### src/common/bvs_params.svh
`ifndef BVS_PARAMS_SVH
`define BVS_PARAMS_SVH

// Register indices; the byte address on the bus is four times the index.
`define BVS_SCALING_IDX   8'h05
`define BVS_CEILING_IDX   8'h06
`define BVS_SCALING_ADDR  (`BVS_SCALING_IDX << 2)
`define BVS_CEILING_ADDR  (`BVS_CEILING_IDX << 2)

// Field positions of the scaling register.
`define BVS_ENABLE_BIT    7
`define BVS_LOWPWR_BIT    6
`define BVS_CODE_MSB      5
`define BVS_CODE_LSB      0

// Field positions of the ceiling register.
`define BVS_RANGE_MSB     7
`define BVS_RANGE_LSB     6

// Ceiling codes that leave the ceiling register writable.
`define BVS_CEIL_OPEN_HI  6'h3f
`define BVS_CEIL_OPEN_LO  6'h00

// Constant reset values (the byte one held until the one-time-programmable defaults load) and the write byte lane.
`define BVS_RST_BYTE      8'h00
`define BVS_RST_WORD      32'h0000_0000
`define BVS_LANE0         0

`endif

### src/common/bvs_pkg.sv
package bvs_pkg;

    typedef logic [7:0] bvs_byte_t;
    typedef logic [5:0] bvs_code_t;
    typedef logic [1:0] bvs_range_t;

    typedef enum logic {
        BVS_IDLE = 1'b0,
        BVS_ACK  = 1'b1
    } bvs_phase_t;

endpackage

### src/design/bvs_regs.sv
// Behaviour
// - Scaling bit 7 enables converter, or OTP enable bit during sequence.
// - Scaling bit 6 selects low power if allowed.
// - Scaling bits 5..0 set output voltage code.
// - Power request low restores default voltage code.
// - Ceiling bits 7..6 select the output span.
// - Codes above ceiling code are replaced by it.
// - Ceiling code (bits 5..0) other than 3f or 00 locks ceiling.
// - Both registers return to defaults on reset.
// - Source pick chooses primary or scaling code.
`timescale 1ns/1ps
`include "bvs_params.svh"

module bvs_regs (
    input  wire logic              sys_clk,
    input  wire logic              rstn,
    input  wire logic [7:0]        avs_address,
    input  wire logic              avs_read,
    input  wire logic              avs_write,
    input  wire logic [31:0]       avs_writedata,
    input  wire logic [3:0]        avs_byteenable,
    output logic [31:0]            avs_readdata,
    output logic                   avs_waitrequest,
    input  wire bvs_pkg::bvs_byte_t otpScalingDefault,
    input  wire bvs_pkg::bvs_byte_t otpCeilingDefault,
    input  wire logic              otpEnableInSequence,
    input  wire logic              powerUpSequenceActive,
    input  wire logic              powerRequestInput,
    input  wire logic              buck1OperatingSelect,
    input  wire logic              voltageSourcePick,
    input  wire bvs_pkg::bvs_code_t primaryVoltageCode,
    output logic                   buck1Enable,
    output logic                   buck1LowPower,
    output bvs_pkg::bvs_code_t     buck1VoltageCode,
    output bvs_pkg::bvs_range_t    buck1Range,
    output logic                   ceilingLocked
);
    import bvs_pkg::*;

    bvs_phase_t phase;
    bvs_phase_t next_phase;
    logic [31:0] next_readdata;
    logic        next_waitrequest;

    bvs_byte_t  scaling;
    bvs_byte_t  ceiling;
    logic       defaultsLoaded;
    bvs_byte_t  next_scaling;
    bvs_byte_t  next_ceiling;
    logic       next_defaultsLoaded;

    logic       next_enable;
    logic       next_lowPower;
    bvs_code_t  next_code;
    bvs_range_t next_range;
    logic       next_locked;

    logic      request;
    logic      accept;
    logic      lockNow;
    bvs_code_t ceilCode;
    bvs_code_t wrCode;
    bvs_code_t srcCode;

    assign request  = avs_read | avs_write;
    // A request is taken at the edge where the slave shows waitrequest low.
    assign accept   = request & (phase == BVS_ACK);
    assign ceilCode = ceiling[`BVS_CODE_MSB:`BVS_CODE_LSB];
    assign lockNow  = (ceilCode != `BVS_CEIL_OPEN_HI) && (ceilCode != `BVS_CEIL_OPEN_LO);
    assign wrCode   = avs_writedata[`BVS_CODE_MSB:`BVS_CODE_LSB];

    // Bus handshake: one wait cycle, then one cycle with waitrequest low.
    always_comb begin
        next_phase       = BVS_IDLE;
        next_waitrequest = 1'b1;
        next_readdata    = avs_readdata;
        if (request && phase == BVS_IDLE) begin
            next_phase       = BVS_ACK;
            next_waitrequest = 1'b0;
            next_readdata    = `BVS_RST_WORD;
            if (avs_address == `BVS_SCALING_ADDR) begin
                next_readdata[7:0] = scaling;
            end else if (avs_address == `BVS_CEILING_ADDR) begin
                next_readdata[7:0] = ceiling;
            end
        end
    end

    always_ff @(posedge sys_clk or negedge rstn) begin
        if (!rstn) begin
            phase           <= BVS_IDLE;
            avs_waitrequest <= 1'b1;
            avs_readdata    <= `BVS_RST_WORD;
        end else begin
            phase           <= next_phase;
            avs_waitrequest <= next_waitrequest;
            avs_readdata    <= next_readdata;
        end
    end

    // Register contents. The asynchronous reset can only load constants, so the
    // programmed defaults are copied in on the first edge after release.
    always_comb begin
        next_scaling        = scaling;
        next_ceiling        = ceiling;
        next_defaultsLoaded = 1'b1;
        if (!defaultsLoaded) begin
            next_scaling = otpScalingDefault;
            next_ceiling = otpCeilingDefault;
        end else if (accept && avs_write && avs_byteenable[`BVS_LANE0]) begin
            if (avs_address == `BVS_SCALING_ADDR) begin
                next_scaling[`BVS_ENABLE_BIT] = avs_writedata[`BVS_ENABLE_BIT];
                next_scaling[`BVS_LOWPWR_BIT] = avs_writedata[`BVS_LOWPWR_BIT];
                // A code above the ceiling is stored as the ceiling itself.
                next_scaling[`BVS_CODE_MSB:`BVS_CODE_LSB] =
                    (wrCode > ceilCode) ? ceilCode : wrCode;
            end else if (avs_address == `BVS_CEILING_ADDR && !lockNow) begin
                next_ceiling = avs_writedata[7:0];
            end
        end
        // Held at default while the power request is low; this wins over writes.
        if (defaultsLoaded && !powerRequestInput) begin
            next_scaling[`BVS_CODE_MSB:`BVS_CODE_LSB] =
                otpScalingDefault[`BVS_CODE_MSB:`BVS_CODE_LSB];
        end
    end

    always_ff @(posedge sys_clk or negedge rstn) begin
        if (!rstn) begin
            scaling        <= `BVS_RST_BYTE;
            ceiling        <= `BVS_RST_BYTE;
            defaultsLoaded <= 1'b0;
        end else begin
            scaling        <= next_scaling;
            ceiling        <= next_ceiling;
            defaultsLoaded <= next_defaultsLoaded;
        end
    end

    // Converter controls, registered so every output comes from a flip-flop.
    always_comb begin
        srcCode = voltageSourcePick ? scaling[`BVS_CODE_MSB:`BVS_CODE_LSB]
                                    : primaryVoltageCode;
        next_enable   = scaling[`BVS_ENABLE_BIT] |
                        (otpEnableInSequence & powerUpSequenceActive);
        next_lowPower = scaling[`BVS_LOWPWR_BIT] & ~buck1OperatingSelect;
        // The primary code is clamped here because it is stored elsewhere.
        next_code     = (srcCode > ceilCode) ? ceilCode : srcCode;
        next_range    = ceiling[`BVS_RANGE_MSB:`BVS_RANGE_LSB];
        next_locked   = lockNow;
    end

    always_ff @(posedge sys_clk or negedge rstn) begin
        if (!rstn) begin
            buck1Enable      <= 1'b0;
            buck1LowPower    <= 1'b0;
            buck1VoltageCode <= '0;
            buck1Range       <= '0;
            ceilingLocked    <= 1'b0;
        end else begin
            buck1Enable      <= next_enable;
            buck1LowPower    <= next_lowPower;
            buck1VoltageCode <= next_code;
            buck1Range       <= next_range;
            ceilingLocked    <= next_locked;
        end
    end
endmodule

### config.mk
export PLATFORM = sky130hd
export DESIGN_NAME = bvs_regs
export DESIGN_NICKNAME = d
export VERILOG_FILES = /design/src/common/bvs_pkg.sv /design/src/design/bvs_regs.sv
export VERILOG_INCLUDE_DIRS = /design/src /design/src/common
export SDC_FILE = /design/constraint.sdc
export NUM_CORES = 1
export LEC_CHECK = 0
export BUFFER_PORTS_ARGS = -buffer_cell sky130_fd_sc_hd__buf_2
export CORE_ASPECT_RATIO = 1.2
export CORE_UTILIZATION = 43
export CTS_BUF_LIST = sky130_fd_sc_hd__clkbuf_8
export CTS_CLUSTER_SIZE = 8
export DETAILED_ROUTE_END_ITERATION = 8
export GPL_ROUTABILITY_DRIVEN = 0
export PLACE_DENSITY_LB_ADDON = 0.08
export SLEW_MARGIN = 20
export SYNTH_ARGS = -nofsm -noshare
export SYNTH_HDL_FRONTEND = slang
export SYNTH_SLANG_ARGS = --single-unit
### constraint.sdc
create_clock -name sys_clk -period 2.15 [get_ports sys_clk]
set_input_delay 0.215 -clock sys_clk [delete_from_list [all_inputs] [get_ports sys_clk]]
set_output_delay 0.215 -clock sys_clk [all_outputs]
set_load 0.01 [all_outputs]
==> Yosys cells after proc, flatten, opt, wreduce, memory -nomap -nowiden <==
Index checks and enable logic that the tools add are counted.
{ "classes": {"order_cmp": 2, "n_eq_ne": 9, "mux": 15, "bitwise": 7, "reduce_logical": 12} }
{ "op_table": {"columns": ["operator", "count"], "rows": [
  ["$mux W8", 9],
  ["$mux W6", 4],
  ["$eq A8 B5 Y1 const B", 2],
  ["$gt A6 B6 Y1", 2],
  ["$logic_and A1 B1 Y1", 6],
  ["$ne A2 B1 Y1 const B", 3],
  ["$ne A3 B1 Y1 const B", 2],
  ["$ne A6 B6 Y1 const B", 1],
  ["$reduce_bool A6 Y1", 1],
  ["$reduce_and A2 Y1", 2],
  ["$and A1 B1 Y1", 3],
  ["$reduce_and A3 Y1", 1],
  ["$logic_not A1 Y1", 2],
  ["$mux W1", 2],
  ["$ne A2 B2 Y1 const B", 1],
  ["$not A1 Y1", 2],
  ["$or A1 B1 Y1", 2]
]} }
{ "word_totals": {"regBits": 38, "input_bits": 75} }

==> Depth between registers and ports, before layout <==
{ "logic_depth": {"depth_word": 8, "depth_mapped": 8, "ltp_nobuf": 6} }

==> Worst setup path before layout <==
Ideal clock, no wire load.
{ "synth_timing": {"path_kind": "input -> register", "start": "input voltageSourcePick", "end": "register buck1VoltageCode[1]", "setup_time_ns": 0.125, "arrival_ns": 2.067, "required_time_ns": 2.025, "path_slack_ns": -0.042, "path_stages": 8, "n_path_buf": 2, "path_cell_list": "clkbuf_1 > mux2_2 > ha_1 > and4_1 > and3_1 > a31o_2 > buf_2 > mux2_2"} }
{ "synth_via": {"elab_chain_cells": 3} }
{ "synth_lines": {"columns": ["item", "line_no", "text"], "rows": [
  ["from (decl)", "bvs_regs.sv:30", "input wire logic voltageSourcePick,"],
  ["$mux W6 (*)", "bvs_regs.sv:142", "srcCode = voltageSourcePick ? scaling[`BVS_CODE_MSB:`BVS_CODE_LSB]"],
  ["$gt A6 B6 Y1", "bvs_regs.sv:148", "next_code = (srcCode > ceilCode) ? ceilCode : srcCode;"],
  ["$mux W6 (*)", "bvs_regs.sv:148", null],
  ["via next_code[1]", "bvs_regs.sv:54", "bvs_code_t next_code;"],
  ["to (signal assigned)", "bvs_regs.sv:163", "buck1VoltageCode <= next_code;"],
  ["to (decl)", "bvs_regs.sv:34", "output bvs_pkg::bvs_code_t buck1VoltageCode,"]
]} }
Mark *: on every way through the listed nets, which the timed path passes. The rest lies on a longest branch.
A chain may end at the register's enable or synchronous reset.

==> Worst setup path after layout <==
{ "layout_timing": {"start": "register scaling[5]", "end": "register buck1VoltageCode[4]"} }
{ "layout_via": {"elab_chain_cells": 3} }
{ "layout_lines": {"columns": ["item", "line_no", "text"], "rows": [
  ["from (decl)", "bvs_regs.sv:45", "bvs_byte_t scaling;"],
  ["from (signal assigned)", "bvs_regs.sv:130", "scaling <= `BVS_RST_BYTE;"],
  ["from (signal assigned)", "bvs_regs.sv:134", "scaling <= next_scaling;"],
  ["$mux W6", "bvs_regs.sv:142", null],
  ["$gt A6 B6 Y1", "bvs_regs.sv:148", null],
  ["$mux W6", "bvs_regs.sv:148", null],
  ["via next_code[4]", "bvs_regs.sv:54", null]
]} }
The timed path passes the listed nets, and every way through them passes these cells.

==> results by group <==
Outcome
  – Outcome: finished clean

Clock tree
  – Bufs on Longest Clock Path: 2
  – Clk root buf: clkbuf_8
  – Hold_buf cts: 0
  – Insertion delay to the later sink of the worst-skew pair: 290 ps
  – # H-tree levels: 2
  – CTS Sinks: 38
  – CTS tree: yes
  – Post-CTS Setup Bufs: 0
  – Cts repair resizes: 0
  – Reg clk slew, reported paths: around 80 ps
  – CTS Buf Count: 5

Power and ir drop
  – P_leak: approximately 1.4 nW
  – VDD IR-drop max: around 0.25 mV
  – Clk pwr share: 29.0%
  – Seq pwr share: a little under half
  – Power Internal: ~0.0012 W
  – PwrDens: around 610 mW/mm^2
  – Total power: between 0.0015 and 0.002 W
  – Psw: around 0.00054 W
  – Gate power share: between 20% and 30%
  – Switching Share: 30.5%

Logic synthesis
  – Largest family of logic cells by synthesized area: compound AO/OA/AOI/OAI gates
  – Synthesis-stage register bit count: 38
  – Simple-gate share of the synthesized area: roughly 15%
  – Syn Area/Cell: between 9 and 10 um^2
  – Leading area contributor after synthesis: dfrtp_1
  – Share of flip-flops with an asynchronous set or reset: 100%
  – Post-synth top cells: 37 x dfrtp_1, 24 x buf_4, 23 x o21ai_0
  – Largest cells by area after synthesis: dfrtp_1 38%, buf_4 7.5%, ha_1 6.2%, o21ai_0 4.8%, mux2_2 4.7%
  – Adder-Cell Fraction of Synth Area: ~6.2%
  – Post-synth EDFFs: 0
  – Synth cell types: 35
  – Post-Syn Area: about 0.0024 mm^2
  – Mux share of post-synthesis cell area: 6.32%
  – Top cell type's share of synthesized area: between 30% and 40%
  – Mapped Cells: approximately 260
  – Synth Warn #: 0
  – Synth Area in Compound Gates: 20.6%
  – Most common flop cell mapped by yosys: dfrtp_1
  – Register area share after synthesis: 39.5%
  – XOR/XNOR Fraction of Synth Area: 0%
  – Top-count cell post-synth: dfrtp_1

Timing
  – TNS Setup: 0 ps
  – Final setup fails: 0
  – Max Slew Vio Count: 0
  – Rel. slew slack: between 40% and 50%
  – Final hold viol count: 0
  – RSZ-0062 raised after global routing: no
  – Skew final: ~7.5 ps
  – Worst Max-Slew Pin Slew: 849 ps
  – Crit share post-route: between 90% and 100%
  – Final min period: 2070 ps
  – Fmax: 482 MHz

Global route
  – Vias in the first global route: about 1900
  – Total global-route track usage: between 20% and 30%
  – Antenna violations before repair: 0
  – Grt ovf: 0
  – Largest net degree at the start of global routing: 39
  – Wire length of the first global-routing pass: roughly 9600 um

Floorplan
  – CORE AREA: 0.00533 mm^2
  – Die Y: between 80 and 90 um
  – I/O pin cnt: 119
  – Placement Rows: 29
  – Initial Utilization: 45.2%
  – Die Area: 0.00592 mm^2
  – Die Width: just over 70 um

Routing
  – Vias/cell: between 5 and 6
  – 1st-iter DRT viols: roughly 110
  – Total number of vias: 2100
  – WL final: ~6100 um
  – Initial DRT Pass Iterations: 4
  – Wire per inst: roughly 16 um
  – Final ANT Viol Nets: 0
  – Drc violations: 0

Placement
  – I/O Buffers: between 60 and 70
  – Post-DP HPWL: approximately 4600 um

Critical path
  – Kind of critical path: reg2reg
  – Crit path DAT: roughly 2200 ps
  – Delay-heaviest family, CP: multiplexers
  – Crit path max-delay cell type: dfrtp_1
  – CP required: between 2000 and 2500 ps
  – Critical path buffer and inverter count: 0
  – Crit path cell chain: mux2_2, ha_1, and4_1, and3_1, a31o_4, mux2_2
  – Crit-path max FO: 6
  – CP endpoint kind: register
  – Most used cell, CP: mux2_2
  – Startpoint Class: register
  – Slowest stage delay, CP: between 400 and 500 ps

Job
  – Max Cap Viol: 0

Layout
  – Diodes inserted: 0
  – Synthesis-to-layout area growth: 18.3%
  – Layout cells sized above 1: between 30% and 40%
  – Final #Nets: 413

Worst hold path
  – Hold WC Path Type: in2async
## metrics by stage
| step | util [%] | instances | setup slack (ps) | hold WS, ps | area [um^2] |
|---|---|---|---|---|---|
| after global routing | 53.5 | 389 | 22.7 | 59.3 | 2860 |
| final | 53.5 | 389 | 75.3 | 26.1 | 2860 |
| after global placement | 51.7 | 381 | 28.7 | 366 | 2760 |
| after floorplan | - | 280 | 50.2 | -80.6 | 2500 |
| after detailed placement | 51.7 | 381 | 12.5 | 371 | 2760 |
| after CTS | 53.4 | 389 | 47.2 | 51.9 | 2850 |
## worst paths after layout
path                                        to  slack [ps]                 start  cells after the start
min reg2reg                      buck1Range[0]         410            ceiling[6]                      0
max                        buck1VoltageCode[4]          80            scaling[5]                      6
max in group asynchronous           scaling[3]        1590                  rstn                      1
min in group sys_clk             buck1LowPower          60  buck1OperatingSelect                      2
max reg2reg                buck1VoltageCode[4]          80            scaling[5]                      6
min                              buck1LowPower          30                  rstn                      1
## per-layer routing
layer  track usage [%]  up-vias  share of wire (%)
li1                  -     1024                  -
met1              29.1      977                 43
met2              34.2       86                 49
met3              1.93       13                5.4
met4              7.45        0                2.2
met5                 0        -                  0
## registers in the layout (all words and copies together) (netlist names)
signal and flops:
buck1LowPower 1, avs_waitrequest 1, phase 1, ceilingLocked 1, avs_readdata 8, scaling 8, ceiling 8, defaultsLoaded 1
buck1Range 2, buck1VoltageCode 6, buck1Enable 1
## placed cells by master (no fill, tap or decap), types with 4 or more instances in the layout
cell	n
dfrtp_1	37
a311o_1	6
conb_1	25
buf_2	67
inv_1	15
a31oi_1	14
a21oi_1	4
nor3_1	6
a22oi_1	8
a41oi_1	6
and2_1	9
o21ai_0	23
mux2i_1	4
nor2_1	11
buf_4	12
o211ai_1	6
nand3_1	12
clkbuf_8	6
mux2_2	10
nand2_1	11
ha_1	12
## power groups by stage
stage	Sequential, W	Clock, W	Combinational (W)
finish	0.000814	0.000509	0.000431
global route	0.000821	0.000553	0.000480
CTS	0.000815	0.000520	0.000428
detailed placement	0.000830	0	0.000426
global placement	0.000827	0	0.000421
floorplan	0.000841	0	0.000261
## worst reg2reg max path, stage by stage, from the launching register on
cell and delay (ps):
dfrtp_1 420, mux2_2 300, ha_1 310, and4_1 210, and3_1 190, a31o_4 240, mux2_2 280
## logic make-up (layout without fill, tap and decap cells)
family,Yosys count,after routing
simple gates,63,63
buf+inv,54,101
fa+ha+maj,12,12
compound gates,74,74
flops,38,38
mux,14,14
other cells,2,25
## layout make-up
| cell class | count | area (um^2) |
|---|---|---|
| clock buffers | 6 | 82.6 |
| clock inverters | 2 | 8.76 |
| fillers | 513 | 2480 |
| inverters | 14 | 52.6 |
| multi-input cells | 188 | 1260 |
| flip-flops and latches | 38 | 952 |
| well taps | 62 | 77.6 |
| repair buffers | 79 | 425 |
(Power assumes the default switching activity.)
